[src/include/frame_sync_pkg.sv]
// Constants for the frame sync alignment block
package frame_sync_pkg;

   // -----------------------------------------------------------------
   // Timing
   // -----------------------------------------------------------------
   localparam int MCLK_FREQ_HZ = 40000000;
   localparam int FRAME_RATE_HZ = 8000;
   localparam int FRAMES_PER_MULTI = 4;
   // One 8 kHz frame in mclk cycles
   localparam int FRAME_CYCLES = MCLK_FREQ_HZ / FRAME_RATE_HZ;
   // One 2 kHz multiframe in mclk cycles
   localparam int MULTI_CYCLES = FRAME_CYCLES * FRAMES_PER_MULTI;
   // Events closer than this are taken as 4 kHz or 8 kHz input
   localparam int MULTI_MIN_GAP = (MULTI_CYCLES * 3) / 4;

   // -----------------------------------------------------------------
   // Register map (byte offsets of the plain register port)
   // -----------------------------------------------------------------
   localparam logic [7:0] OUT_SOURCE_OFFSET = 8'h7a;
   localparam logic [7:0] SYNC_PHASE_OFFSET = 8'h7b;
   localparam logic [7:0] ALIGN_STATUS_OFFSET = 8'h7c;

   // Fields of the output source register
   localparam int AUX_SELECT_BIT = 7;
   // Fields of the sync phase register
   localparam int PHASE_SHIFT_LSB = 0;
   localparam int OPTICAL_SYNC_BIT = 6;
   localparam int INDEP_SYNC_BIT = 7;
   // Fields of the status register
   localparam int STAT_FRAME_BIT = 0;
   localparam int STAT_MULTI_BIT = 1;
   localparam int STAT_SHORT_BIT = 2;

   // Values after reset
   localparam logic AUX_SELECT_RESET = 1'b0;
   localparam logic [1:0] PHASE_SHIFT_RESET = 2'h0;
   localparam logic OPTICAL_SYNC_RESET = 1'b0;
   localparam logic INDEP_SYNC_RESET = 1'b0;

   // -----------------------------------------------------------------
   // Sampling
   // -----------------------------------------------------------------
   // Half reference cycles of input history kept for the phase shift
   localparam int HIST_DEPTH = 4;

   // Resolution grid used to quantise the alignment event
   typedef enum logic [1:0] {
      RES_6M48 = 2'b00,
      RES_19M44 = 2'b01,
      RES_38M88 = 2'b10
   } resolution_t;

endpackage

[src/rtl/frame_sync_align.sv]
// Frame and multiframe pulse alignment to the external 2 kHz alignment input
//
// Strobed register access and the placing of the registers are this design's own decisions.
`timescale 1ns/1ps
`default_nettype none
//
// Behaviour
// - Only the falling alignment edge aligns.
// - 4 or 8 kHz input aligns frame only.
// - Sample with selected reference, rising edge default.
// - Two-bit field shifts expected arrival time.
// - Optical sync low gives 6.48 MHz resolution.
// - Optical sync high: 19.44 or 38.88 MHz.
// - Dependent mode keeps high-rate clocks aligned.
// - Dependent plus optical resyncs optical dividers.
// - Dependent optical resync may move 6.48 MHz phase.
// - Independent mode realigns only the sync pulses.
// - 19.44 MHz reference, both bits: align 19.44 only; code fires neither resync strobe.
// - Dedicated pulses always from primary path.
// - Source bit picks main output copy path.
module frame_sync_align
   import frame_sync_pkg::*;
#(
   parameter int MULTI_PERIOD = MULTI_CYCLES
) (
   // Clocking and reset
   input wire logic mclk,
   input wire logic reset_n,
   input wire logic clkEn,
   // Pins from the master and reference selector
   input wire logic frameAlignInput,
   input wire logic refClkSel,
   input wire logic ref19m44Locked,
   // Resolution grid ticks from the primary path
   input wire logic tick6m48,
   input wire logic tick19m44,
   input wire logic tick38m88,
   // Auxiliary path sync copies
   input wire logic auxFrame8k,
   input wire logic auxMulti2k,
   // Register port
   input wire logic [7:0] regAddr,
   input wire logic [7:0] regWrData,
   input wire logic regWrite,
   input wire logic regRead,
   output logic [7:0] regRdData,
   // Sync outputs
   output logic framePulse8k,
   output logic multiframePulse2k,
   output logic mainCopy8k,
   output logic mainCopy2k,
   // Divider resync strobes to the clock generators
   output logic hiRateResync,
   output logic opticalResync
);

   // -----------------------------------------------------------------
   // Pin synchronisers
   // -----------------------------------------------------------------
   logic alignSync;
   logic refSync;
   logic ref19Sync;

   sync_2ff #(
      .WIDTH(3)
   ) u_pinSync (
      .mclk(mclk),
      .reset_n(reset_n),
      .clkEn(clkEn),
      .asyncIn({frameAlignInput, refClkSel, ref19m44Locked}),
      .syncOut({alignSync, refSync, ref19Sync})
   );

   // -----------------------------------------------------------------
   // Configuration registers
   // -----------------------------------------------------------------
   logic auxSelect_q;
   logic auxSelect_d;
   logic [1:0] phaseShift_q;
   logic [1:0] phaseShift_d;
   logic opticalSync_q;
   logic opticalSync_d;
   logic indepSync_q;
   logic indepSync_d;
   logic [7:0] rdData_q;
   logic [7:0] rdData_d;
   logic seenFrame_q;
   logic seenMulti_q;
   logic seenShort_q;

   // Writes land on the addressed register; reads answer next cycle
   always_comb begin
      auxSelect_d = auxSelect_q;
      phaseShift_d = phaseShift_q;
      opticalSync_d = opticalSync_q;
      indepSync_d = indepSync_q;
      rdData_d = '0;
      if (clkEn && regWrite) begin
         unique case (regAddr)
            OUT_SOURCE_OFFSET: begin
               auxSelect_d = regWrData[AUX_SELECT_BIT];
            end
            SYNC_PHASE_OFFSET: begin
               phaseShift_d = regWrData[PHASE_SHIFT_LSB+:2];
               opticalSync_d = regWrData[OPTICAL_SYNC_BIT];
               indepSync_d = regWrData[INDEP_SYNC_BIT];
            end
            default: begin
               auxSelect_d = auxSelect_q;
            end
         endcase
      end
      if (clkEn && regRead) begin
         unique case (regAddr)
            OUT_SOURCE_OFFSET: begin
               rdData_d[AUX_SELECT_BIT] = auxSelect_q;
            end
            SYNC_PHASE_OFFSET: begin
               rdData_d[PHASE_SHIFT_LSB+:2] = phaseShift_q;
               rdData_d[OPTICAL_SYNC_BIT] = opticalSync_q;
               rdData_d[INDEP_SYNC_BIT] = indepSync_q;
            end
            ALIGN_STATUS_OFFSET: begin
               rdData_d[STAT_FRAME_BIT] = seenFrame_q;
               rdData_d[STAT_MULTI_BIT] = seenMulti_q;
               rdData_d[STAT_SHORT_BIT] = seenShort_q;
            end
            default: begin
               rdData_d = '0; // Unmapped reads return zero
            end
         endcase
      end else if (!clkEn) begin
         rdData_d = rdData_q;
      end
   end

   always_ff @(posedge mclk or negedge reset_n) begin
      if (!reset_n) begin
         auxSelect_q <= AUX_SELECT_RESET;
         phaseShift_q <= PHASE_SHIFT_RESET;
         opticalSync_q <= OPTICAL_SYNC_RESET;
         indepSync_q <= INDEP_SYNC_RESET;
         rdData_q <= '0;
      end else begin
         auxSelect_q <= auxSelect_d;
         phaseShift_q <= phaseShift_d;
         opticalSync_q <= opticalSync_d;
         indepSync_q <= indepSync_d;
         rdData_q <= rdData_d;
      end
   end

   // -----------------------------------------------------------------
   // Sampling on the selected reference clock
   // -----------------------------------------------------------------
   logic refPrev_q;
   logic refPrev_d;
   logic [HIST_DEPTH-1:0] hist_q;
   logic [HIST_DEPTH-1:0] hist_d;
   logic sampled_q;
   logic sampled_d;
   logic pending_q;
   logic pending_d;
   logic refEdge;
   logic refRise;
   logic [1:0] tapIdx;
   logic fallSeen;
   logic gridTick;

   // History holds the input at each reference half cycle so a late
   // or early arrival can be compensated without a faster clock
   assign refEdge = refSync ^ refPrev_q;
   assign refRise = refSync & ~refPrev_q;

   // Nominal tap is one cycle back; code 1 is half early,
   // codes 2 and 3 are half and one cycle late
   always_comb begin
      unique case (phaseShift_q)
         2'h0: tapIdx = 2'h1;
         2'h1: tapIdx = 2'h0;
         2'h2: tapIdx = 2'h2;
         2'h3: tapIdx = 2'h3;
      endcase
   end

   // Only a high to low change of the sampled input counts
   assign fallSeen = refRise && sampled_q && !hist_q[tapIdx];

   always_comb begin
      refPrev_d = refPrev_q;
      hist_d = hist_q;
      sampled_d = sampled_q;
      pending_d = pending_q;
      if (clkEn) begin
         refPrev_d = refSync;
         if (refEdge) begin
            hist_d = {hist_q[HIST_DEPTH-2:0], alignSync};
         end
         if (refRise) begin
            sampled_d = hist_q[tapIdx];
         end
         if (fallSeen) begin
            pending_d = 1'b1;
         end else if (gridTick) begin
            pending_d = 1'b0;
         end
      end
   end

   always_ff @(posedge mclk or negedge reset_n) begin
      if (!reset_n) begin
         refPrev_q <= 1'b0;
         hist_q <= '1;
         sampled_q <= 1'b1;
         pending_q <= 1'b0;
      end else begin
         refPrev_q <= refPrev_d;
         hist_q <= hist_d;
         sampled_q <= sampled_d;
         pending_q <= pending_d;
      end
   end

   // -----------------------------------------------------------------
   // Resolution grid
   // -----------------------------------------------------------------
   resolution_t resolution;
   logic alignEvent;

   // The event is snapped to the chosen grid; a coarser grid gives
   // more sampling margin at the cost of placement precision
   always_comb begin
      if (!opticalSync_q) begin
         resolution = RES_6M48;
      end else if (ref19Sync) begin
         resolution = RES_19M44;
      end else begin
         resolution = RES_38M88;
      end
      unique case (resolution)
         RES_6M48: gridTick = tick6m48;
         RES_19M44: gridTick = tick19m44;
         default: gridTick = tick38m88;
      endcase
   end

   assign alignEvent = pending_q && gridTick;

   // -----------------------------------------------------------------
   // Event spacing: a short gap means a 4 kHz or 8 kHz input
   // -----------------------------------------------------------------
   logic [15:0] gap_q;
   logic [15:0] gap_d;
   logic longGap;

   assign longGap = (gap_q >= 16'(MULTI_MIN_GAP));

   always_comb begin
      gap_d = gap_q;
      if (clkEn) begin
         if (alignEvent) begin
            gap_d = '0;
         end else if (!longGap) begin
            gap_d = gap_q + 16'h0001;
         end
      end
   end

   always_ff @(posedge mclk or negedge reset_n) begin
      if (!reset_n) begin
         gap_q <= 16'(MULTI_MIN_GAP);
      end else begin
         gap_q <= gap_d;
      end
   end

   // -----------------------------------------------------------------
   // Primary path pulse dividers
   // -----------------------------------------------------------------
   logic frameRestart;
   logic multiRestart;
   logic frameWrap;
   logic frameLow;
   logic multiLow;

   // A fast input only realigns the frame; the multiframe phase would
   // otherwise jump every few frames
   assign frameRestart = alignEvent;
   assign multiRestart = alignEvent && longGap;

   pulse_divider #(
      .WIDTH(16),
      .PERIOD(FRAME_CYCLES)
   ) u_frameDiv (
      .mclk(mclk),
      .reset_n(reset_n),
      .clkEn(clkEn),
      .advance(1'b1),
      .restart(frameRestart),
      .wrap(frameWrap),
      .pulseLow(frameLow)
   );

   pulse_divider #(
      .WIDTH(3),
      .PERIOD(MULTI_PERIOD / FRAME_CYCLES)
   ) u_multiDiv (
      .mclk(mclk),
      .reset_n(reset_n),
      .clkEn(clkEn),
      .advance(frameWrap),
      .restart(multiRestart),
      .wrap(),
      .pulseLow(multiLow)
   );

   // -----------------------------------------------------------------
   // Outputs and status
   // -----------------------------------------------------------------
   logic frame8k_q;
   logic frame8k_d;
   logic multi2k_q;
   logic multi2k_d;
   logic copy8k_q;
   logic copy8k_d;
   logic copy2k_q;
   logic copy2k_d;
   logic hiResync_q;
   logic hiResync_d;
   logic optResync_q;
   logic optResync_d;
   logic seenFrame_d;
   logic seenMulti_d;
   logic seenShort_d;

   always_comb begin
      frame8k_d = frame8k_q;
      multi2k_d = multi2k_q;
      copy8k_d = copy8k_q;
      copy2k_d = copy2k_q;
      hiResync_d = hiResync_q;
      optResync_d = optResync_q;
      seenFrame_d = seenFrame_q;
      seenMulti_d = seenMulti_q;
      seenShort_d = seenShort_q;
      if (clkEn) begin
         // Dedicated pulses never follow the auxiliary path
         frame8k_d = ~frameLow;
         multi2k_d = ~(multiLow && frameLow);
         if (auxSelect_q) begin
            copy8k_d = auxFrame8k;
            copy2k_d = auxMulti2k;
         end else begin
            copy8k_d = ~frameLow;
            copy2k_d = ~(multiLow && frameLow);
         end
         // Independent mode leaves every other output clock alone
         hiResync_d = alignEvent && !indepSync_q;
         // Optical dividers follow too, which can move the 6.48 MHz
         // output when the grid is finer than its period
         optResync_d = alignEvent && !indepSync_q && opticalSync_q;
         seenFrame_d = seenFrame_q || frameRestart;
         seenMulti_d = seenMulti_q || multiRestart;
         seenShort_d = seenShort_q || (alignEvent && !longGap);
      end
   end

   always_ff @(posedge mclk or negedge reset_n) begin
      if (!reset_n) begin
         frame8k_q <= 1'b1;
         multi2k_q <= 1'b1;
         copy8k_q <= 1'b1;
         copy2k_q <= 1'b1;
         hiResync_q <= 1'b0;
         optResync_q <= 1'b0;
         seenFrame_q <= 1'b0;
         seenMulti_q <= 1'b0;
         seenShort_q <= 1'b0;
      end else begin
         frame8k_q <= frame8k_d;
         multi2k_q <= multi2k_d;
         copy8k_q <= copy8k_d;
         copy2k_q <= copy2k_d;
         hiResync_q <= hiResync_d;
         optResync_q <= optResync_d;
         seenFrame_q <= seenFrame_d;
         seenMulti_q <= seenMulti_d;
         seenShort_q <= seenShort_d;
      end
   end

   assign regRdData = rdData_q;
   assign framePulse8k = frame8k_q;
   assign multiframePulse2k = multi2k_q;
   assign mainCopy8k = copy8k_q;
   assign mainCopy2k = copy2k_q;
   assign hiRateResync = hiResync_q;
   assign opticalResync = optResync_q;

endmodule
`default_nettype wire

[src/rtl/pulse_divider.sv]
// Restartable modulo counter with a half-period low pulse
`timescale 1ns/1ps
`default_nettype none
module pulse_divider #(
   parameter int WIDTH = 16,
   parameter int PERIOD = 5000
) (
   // Clocking
   input wire logic mclk,
   input wire logic reset_n,
   input wire logic clkEn,
   // Control
   input wire logic advance,
   input wire logic restart,
   // Status
   output logic wrap,
   output logic pulseLow
);

   localparam logic [WIDTH-1:0] LAST = WIDTH'(PERIOD - 1);
   localparam logic [WIDTH-1:0] HALF = WIDTH'(PERIOD / 2);

   logic [WIDTH-1:0] count_q;
   logic [WIDTH-1:0] count_d;

   // Restart puts the count at zero, which is where the output falls
   always_comb begin
      count_d = count_q;
      if (clkEn) begin
         if (restart) begin
            count_d = '0;
         end else if (advance) begin
            count_d = (count_q == LAST) ? '0 : count_q + WIDTH'(1);
         end
      end
   end

   always_ff @(posedge mclk or negedge reset_n) begin
      if (!reset_n) begin
         count_q <= '0;
      end else begin
         count_q <= count_d;
      end
   end

   assign wrap = advance && !restart && (count_q == LAST);
   assign pulseLow = (count_q < HALF);

endmodule
`default_nettype wire

[src/rtl/sync_2ff.sv]
// Two flip-flop synchroniser for pin inputs
`timescale 1ns/1ps
`default_nettype none
module sync_2ff #(
   parameter int WIDTH = 1
) (
   // Clocking
   input wire logic mclk,
   input wire logic reset_n,
   input wire logic clkEn,
   // Data
   input wire logic [WIDTH-1:0] asyncIn,
   output logic [WIDTH-1:0] syncOut
);

   logic [WIDTH-1:0] meta_q;
   logic [WIDTH-1:0] meta_d;
   logic [WIDTH-1:0] sync_q;
   logic [WIDTH-1:0] sync_d;

   // First stage is read only by the second stage
   always_comb begin
      meta_d = clkEn ? asyncIn : meta_q;
      sync_d = clkEn ? meta_q : sync_q;
   end

   always_ff @(posedge mclk or negedge reset_n) begin
      if (!reset_n) begin
         meta_q <= '0;
         sync_q <= '0;
      end else begin
         meta_q <= meta_d;
         sync_q <= sync_d;
      end
   end

   assign syncOut = sync_q;

endmodule
`default_nettype wire

[config.mk]
export PLATFORM = sky130hd
export DESIGN_NAME = frame_sync_align
export DESIGN_NICKNAME = d
export VERILOG_FILES = /design/src/include/frame_sync_pkg.sv /design/src/rtl/frame_sync_align.sv /design/src/rtl/pulse_divider.sv /design/src/rtl/sync_2ff.sv
export SDC_FILE = /design/constraint.sdc
export NUM_CORES = 1
export LEC_CHECK = 0
export BUFFER_PORTS_ARGS = -buffer_cell sky130_fd_sc_hd__buf_2
export CORE_MARGIN = 3
export CORE_UTILIZATION = 60
export DETAILED_ROUTE_END_ITERATION = 6
export GPL_TIMING_DRIVEN = 0
export PLACE_DENSITY = 0.93
export SLEW_MARGIN = 20
export SYNTH_ARGS = -nofsm -noshare
export SYNTH_HDL_FRONTEND = slang
export SYNTH_SLANG_ARGS = --single-unit
[constraint.sdc]
create_clock -name mclk -period 4.2 [get_ports mclk]
set_input_delay 0 -clock mclk [delete_from_list [all_inputs] [get_ports mclk]]
set_output_delay 0 -clock mclk [all_outputs]
set_load 0.02 [all_outputs]
==> results.cfg, run 1 <==
[drt]
drtPass1Iterations = 7
vias = 2982
wl_met2_um = 4379
finalWirelength_um = 8534
drcViolationCount = 0
viasPerCell = 6.385
dr_wl_met3_um = 501
ant_nets = 0
top_layer = met4
avgRoutedWirePerCell_um = 18.27
drt_iter0_drc = 264
routedLengthMet1_um = 3370

[critical_path]
setup.worst_path.end_class = flop
cp_num_buf_inv = 1
critical_path.startpoint = gap_q[8]
r2r_setup_slack_ns = 2.12
crit_cells = 6
worstRegToRegCells = 6
critPathSlowestCell = a211oi_2
crit_fanout = 10
cp_slowest_stage_delay_ns = 0.69
crit_required_ns = 4.48
critPathCapture = gap_q[7]
startpoint_type = flop
crit_family = compound AO/OA/AOI/OAI gates
crit_type = reg -> reg
worstPathCellList = clkbuf_4, a21oi_4, o31ai_2, a211oi_2, a31oi_1, a211o_1
r2r-end = gap_q[7]
crit_arrival_ns = 2.35
r2r_start = gap_q[8]

[cts]
cts-hold-fix-buffers = 10
cts.path.max_buffers = 2
cts_tree = built
cts_resized = 0
cts_max_level = 3
cts.sinks = 67
cts_setup_buffers = 0
insertion_delay_ns = 0.35
numCtsBuffers = 9
cts_root_buffer = clkbuf_8
clkTransAtPathRegs_ns = 0.07

[cells_and_area]
antennaDiodeCount = 0
final_util_pct = 75.81
area_growth_pct = 17.18
fin_cells = 467
drive_gt1_share_pct = 26.45
nFillCells = 340
nNetsFinal = 428

[power_and_ir_drop]
p_per_area_nw_per_um2 = 444.1
p_int_uw = 1232
p_leak_uw = 0.001775
p_sw_share_pct = 31.02
clkPwrFrac_pct = 30.0
ir_drop_mv = 0.3234
p_seq_share_pct = 49.8
p_comb_share_pct = 20.2
p_switching_uw = 553.9

[place]
dp.cells = 441
portBuffers = 34
dpl_worst_slack_ns = 2.151
dpl.hpwl_um = 5493
place_congestion = 0.8823

[synth]
synth_ff_type = dfrtp_1
ys_seq_elements = 67
ys_seq_area_share_pct = 49.45
synthDistinctLibCells = 64
synthesis.area_um2 = 3431
yosys.area.top_type = dfrtp_1
ys_warn_count = 0
async_flop_share_pct = 100.0
synth_edf_count = 0
syn_avg_cell_area_um2 = 10.27
syn_inst = 334
yosysTopAreaCellShare_pct = 37.20
ys_top_cells_by_area = dfrtp_1 (37%), dfstp_2 (12%), mux2_2 (5.3%), o21ai_0 (3.2%), nor2_1 (3.2%)

[timing]
tns_ns = 0
skew_ns = 0.009039
hold_violations = 0
period_share_pct = 49.46
relSlewSlack_pct = 48.93
fmax_mhz = 481.4
hold_ws_ns = 0.009996
worst_pin_slew_ns = 0.7646
setup_viol = 0
rsz0062_at_grt = false
worst_slack_ns = 2.123
slew_viol_final = 0
period_needed_ns = 2.077

[floorplan]
die_area_um2 = 6661
coreArea_um2 = 5303
start_util_pct = 64.70
num_rows = 26
io_pins = 43
die_w_um = 81.62
die_h_um = 81.62

[run_status]
status = finished, final reports clean

[flow_run]
drv_cap = 0

[hold_path]
hp-class = in -> reg
holdPathStages = 4

[global_routing]
antenna_found_initial = 0
grt_usage_pct = 28.24
grt_pass1_wl_um = 14110
grt_pass1_vias = 2998
grt_max_degree = 58
grt_overflow = 0
[through the flow]
| step | power, uW | instance area [um2] |
|---|---|---|
| finish | 1786 | 4020 |
| detailed placement | 1236 | 3726 |
| floorplan | 1119 | 3438 |
| global placement | 1199 | 3696 |
| global route | 1883 | 4020 |
| CTS | 1777 | 4020 |
[flip-flops by register name, indices dropped and copies added, names as in the netlist, 2 cells and up]
register,flops
gap_q,16
hist_q,4
phaseShift_q,2
regRdData,5
u_frameDiv.count_q,16
u_multiDiv.count_q,3
u_pinSync.meta_q,3
u_pinSync.syncOut,3
[worst min-delay path by stage]
stage,start,endpoint,slack (ns)
floorplan,reset_n,auxSelect_q,-0.30
global placement,refClkSel,u_pinSync.meta_q[1],0.23
detailed placement,reset_n,gap_q[2],-0.15
CTS,regAddr[2],regRdData[7],0.004
global route,reset_n,gap_q[2],0.05
finish,regAddr[2],regRdData[7],0.01
[tightest hold or removal path, delay by kind of cell]
family,cells,cell delay (ns)
simple gates,2,0.15
buf+inv,1,0.09
compound gates,1,0.08
[layout by cell type, fill, tap and decap left out, drive strengths merged, types with 4 or more instances in the layout]
cell	instances
ha	7
a211o	5
mux2	16
nor2	29
nand2	28
nor3	6
and3	9
dlygate4sd3	10
buf	43
xor2	9
nand3	14
nand4	14
dfstp	16
nor4	4
o21ai	22
a21oi	8
dfrtp	51
o31ai	4
and2	4
inv	17
xnor2	5
clkbuf	19
[power groups by stage]
| stage | clock network, uW | logic, uW | registers (uW) |
|---|---|---|---|
| after detailed placement | 0 | 343 | 893 |
| after global placement | 0 | 317 | 882 |
| after global routing | 572 | 407 | 904 |
| after floorplan | 0 | 251 | 868 |
| after CTS | 535 | 356 | 886 |
| final | 536 | 361 | 889 |
[cell families after synthesis]
logic type | after synthesis | share of synthesized area, %
xor+xnor | 14 | 3.574
buf+inv | 33 | 4.559
flops | 67 | 49.45
simple gates | 122 | 18.20
other cells | 1 | 0.1093
fa+ha+maj | 7 | 2.553
mux | 18 | 6.200
compound gates | 72 | 15.35
[synthesized netlist by cell type (all sizes together) (2+ instances only)]
| library cell | n |
|---|---|
| nand3 | 14 |
| o21bai | 2 |
| and3 | 9 |
| a211oi | 3 |
| clkbuf | 8 |
| o2bb2ai | 2 |
| a211o | 5 |
| buf | 8 |
| nand4 | 14 |
| nor4 | 4 |
| nand2 | 28 |
| nor2b | 2 |
| o21ai | 22 |
| nor3b | 3 |
| and2 | 4 |
| xor2 | 9 |
| ha | 7 |
| o31ai | 4 |
| a32o | 2 |
| dfstp | 16 |
| a31oi | 3 |
| mux2 | 16 |
| nand2b | 3 |
| nor2 | 29 |
| nand4b | 2 |
| o211ai | 2 |
| dfrtp | 51 |
| inv | 17 |
| nor3 | 6 |
| o22ai | 2 |
| a41oi | 2 |
| a31o | 2 |
| a21oi | 8 |
| xnor2 | 5 |
| o32ai | 2 |
[per-layer routing]
metal  track usage (%)  vias to the layer above
li1                  -                     1328
met3             4.825                       26
met5                 0                        -
met2             47.88                      152
met4             15.61                        0
met1             34.20                     1476
[area by class of cell]
class	count	area (um2)	area share, %
inverter	17	63.81	1.587
clock inverter	5	52.55	1.307
multi-input combinational	236	1585	39.43
sequential	67	1697	42.20
clock buffer	11	141.4	3.517
buffer	16	92.59	2.303
timing repair buffer	45	300.3	7.470
tap	70	87.58	2.179
No activity file was read; power rests on OpenSTA's default activity.
==> run 2, diff against run 1 <==
--- a/config.mk
+++ b/config.mk
@@ -7,10 +7,10 @@
 export LEC_CHECK = 0
 export BUFFER_PORTS_ARGS = -buffer_cell sky130_fd_sc_hd__buf_2
 export CORE_MARGIN = 3
-export CORE_UTILIZATION = 60
+export CORE_UTILIZATION = 52
 export DETAILED_ROUTE_END_ITERATION = 6
 export GPL_TIMING_DRIVEN = 0
-export PLACE_DENSITY = 0.93
+export PLACE_DENSITY = 0.87
 export SLEW_MARGIN = 20
 export SYNTH_ARGS = -nofsm -noshare
 export SYNTH_HDL_FRONTEND = slang
==> constraint.sdc (replaced) <==
create_clock -name mclk -period 1.82 [get_ports mclk]
set_input_delay 0 -clock mclk [delete_from_list [all_inputs] [get_ports mclk]]
set_output_delay 0 -clock mclk [all_outputs]
set_load 0.02 [all_outputs]
==> results.cfg, run 2 (same netlist as run 1, synthesis figures left out) <==
[timing]
period_share_pct = 100.5
period_needed_ns = 1.828
tns_ns = -0.008237
skew_ns = 0.01126
hold_ws_ns = 0.05071
worst_pin_slew_ns = 0.5319
worst_slack_ns = -0.008237
hold_violations = 0
rsz0062_at_grt = true
fmax_mhz = 547.0
relSlewSlack_pct = 64.54
setup_viol = 1
slew_viol_final = 0

[cells_and_area]
drive_gt1_share_pct = 31.33
antennaDiodeCount = 0
final_util_pct = 69.44
layout_commonest_cell = dfrtp_1
area_growth_pct = 24.80
mostFrequentLayoutCells = dfrtp_1 (50), buf_2 (34), nor2_1 (28), nand2_1 (27), buf_4 (24)
seqCellArea_um2 = 1698
nFillCells = 411
fin_cells = 490
nNetsFinal = 446
multi_input_area_um2 = 1655

[cts]
cts_tree = built
cts_root_buffer = clkbuf_8
cts.sinks = 67
cts.path.max_buffers = 2
cts_max_level = 3
numCtsBuffers = 9
clkTransAtPathRegs_ns = 0.08
insertion_delay_ns = 0.35

[drt]
ant_nets = 0
drcViolationCount = 0
drtPass1Iterations = 5
drt_iter0_drc = 197
viasPerCell = 6.100
vias = 2989
avgRoutedWirePerCell_um = 18.00
finalWirelength_um = 8822

[power_and_ir_drop]
ir_drop_mv = 0.9748
p_leak_uw = 0.001914
p_per_area_nw_per_um2 = 1036

[critical_path]
worstRegToRegCells = 6
crit_fanout = 9
critical_path.startpoint = gap_q[3]
r2r_start = gap_q[3]
startpoint_type = flop
crit_arrival_ns = 2.06
critPathCapture = gap_q[5]
r2r-end = gap_q[5]
r2r_setup_slack_ns = -0.008
crit_type = reg -> reg
crit_required_ns = 2.05
setup.worst_path.end_class = flop

[global_routing]
grt_pass1_wl_um = 14260
grt_usage_pct = 24.53
antenna_found_initial = 0
grt_max_degree = 53
grt_pass1_vias = 3066
grt_overflow = 0

[run_status]
status = complete, but fails checks
violations = negative setup slack

[flow_run]
drv_cap = 0

[hold_path]
hp-class = in -> async

[floorplan]
start_util_pct = 55.64
coreArea_um2 = 6166
die_w_um = 87.23
num_rows = 28
die_area_um2 = 7608
die_h_um = 87.23
io_pins = 43

[place]
portBuffers = 34
dpl.hpwl_um = 5397
dp.cells = 446
place_congestion = 0.8067
-- run 2: cell count changes in the layout (fill, tap and decap cells not counted), sizes merged --
cell,before,now
dlygate4sd3,10,12
bufinv,1,2
clkbuf,19,17
inv,17,18
clkinvlp,1,0
buf,43,60
-- run 2: final cells by class --
| class | count | area share, % |
|---|---|---|
| sequential | 67 | 39.66 |
| multi-input combinational | 236 | 38.66 |
| timing repair buffer | 64 | 10.46 |
| clock buffer | 10 | 3.214 |
| buffer | 15 | 2.279 |
| tap | 75 | 2.192 |
| clock inverter | 6 | 2.046 |
| inverter | 17 | 1.490 |
-- run 2: worst min-delay path by stage --
| stage | from | endpoint |
|---|---|---|
| 2_1_floorplan | reset_n | auxSelect_q |
| 3_3_place_gp | frameAlignInput | u_pinSync.meta_q[2] |
| 3_5_place_dp | reset_n | regRdData[1] |
| 4_1_cts | reset_n | regRdData[1] |
| 5_1_grt | reset_n | regRdData[1] |
| 6_report | reset_n | regRdData[1] |
-- run 2: metal layers --
| layer | global-route usage (%) | part of all wire (%) |
|---|---|---|
| met5 | 0 | 0 |
| met4 | 12.55 | 2.6 |
| met3 | 5.676 | 5.3 |
| met2 | 41.75 | 52 |
| met1 | 28.90 | 40 |
-- run 2: metrics by stage --
| step | instance area (um2) | setup WS (ns) | total power [uW] |
|---|---|---|---|
| 2_1_floorplan | 3453 | 0.01417 | 2602 |
| 3_3_place_gp | 3717 | -0.1768 | 2788 |
| 3_5_place_dp | 3747 | -0.2414 | 2865 |
| 4_1_cts | 4199 | -0.008108 | 4375 |
| 5_1_grt | 4282 | -0.09094 | 4649 |
| 6_report | 4282 | -0.008237 | 4436 |
-- run 2: worst max-delay path: stages, from the launching register on --
cell and delay [ns]:
dfstp_2 0.39, a211oi_4 0.29, o31ai_4 0.11, a211o_1 0.28
buf_6 0.14, or2_0 0.19, a311o_1 0.30
-- run 2: repair_timing --
item / CTS / global route
endpoints found under the hold margin: 66 / 0
resized for setup: 6 / 10
buffers inserted: 11 / 6
hold buffers: 12 / 0
pin swaps: 4 / 0
endpoints found under the setup margin: 24 / 23
-- run 2: power by group --
group          total, uW  internal, uW  switching, uW  leakage (uW)
sequential          2030          1800            235      0.000826
clock               1410           811            597      0.000117
combinational        994           474            520      0.000971
total               4440          3080           1350       0.00191
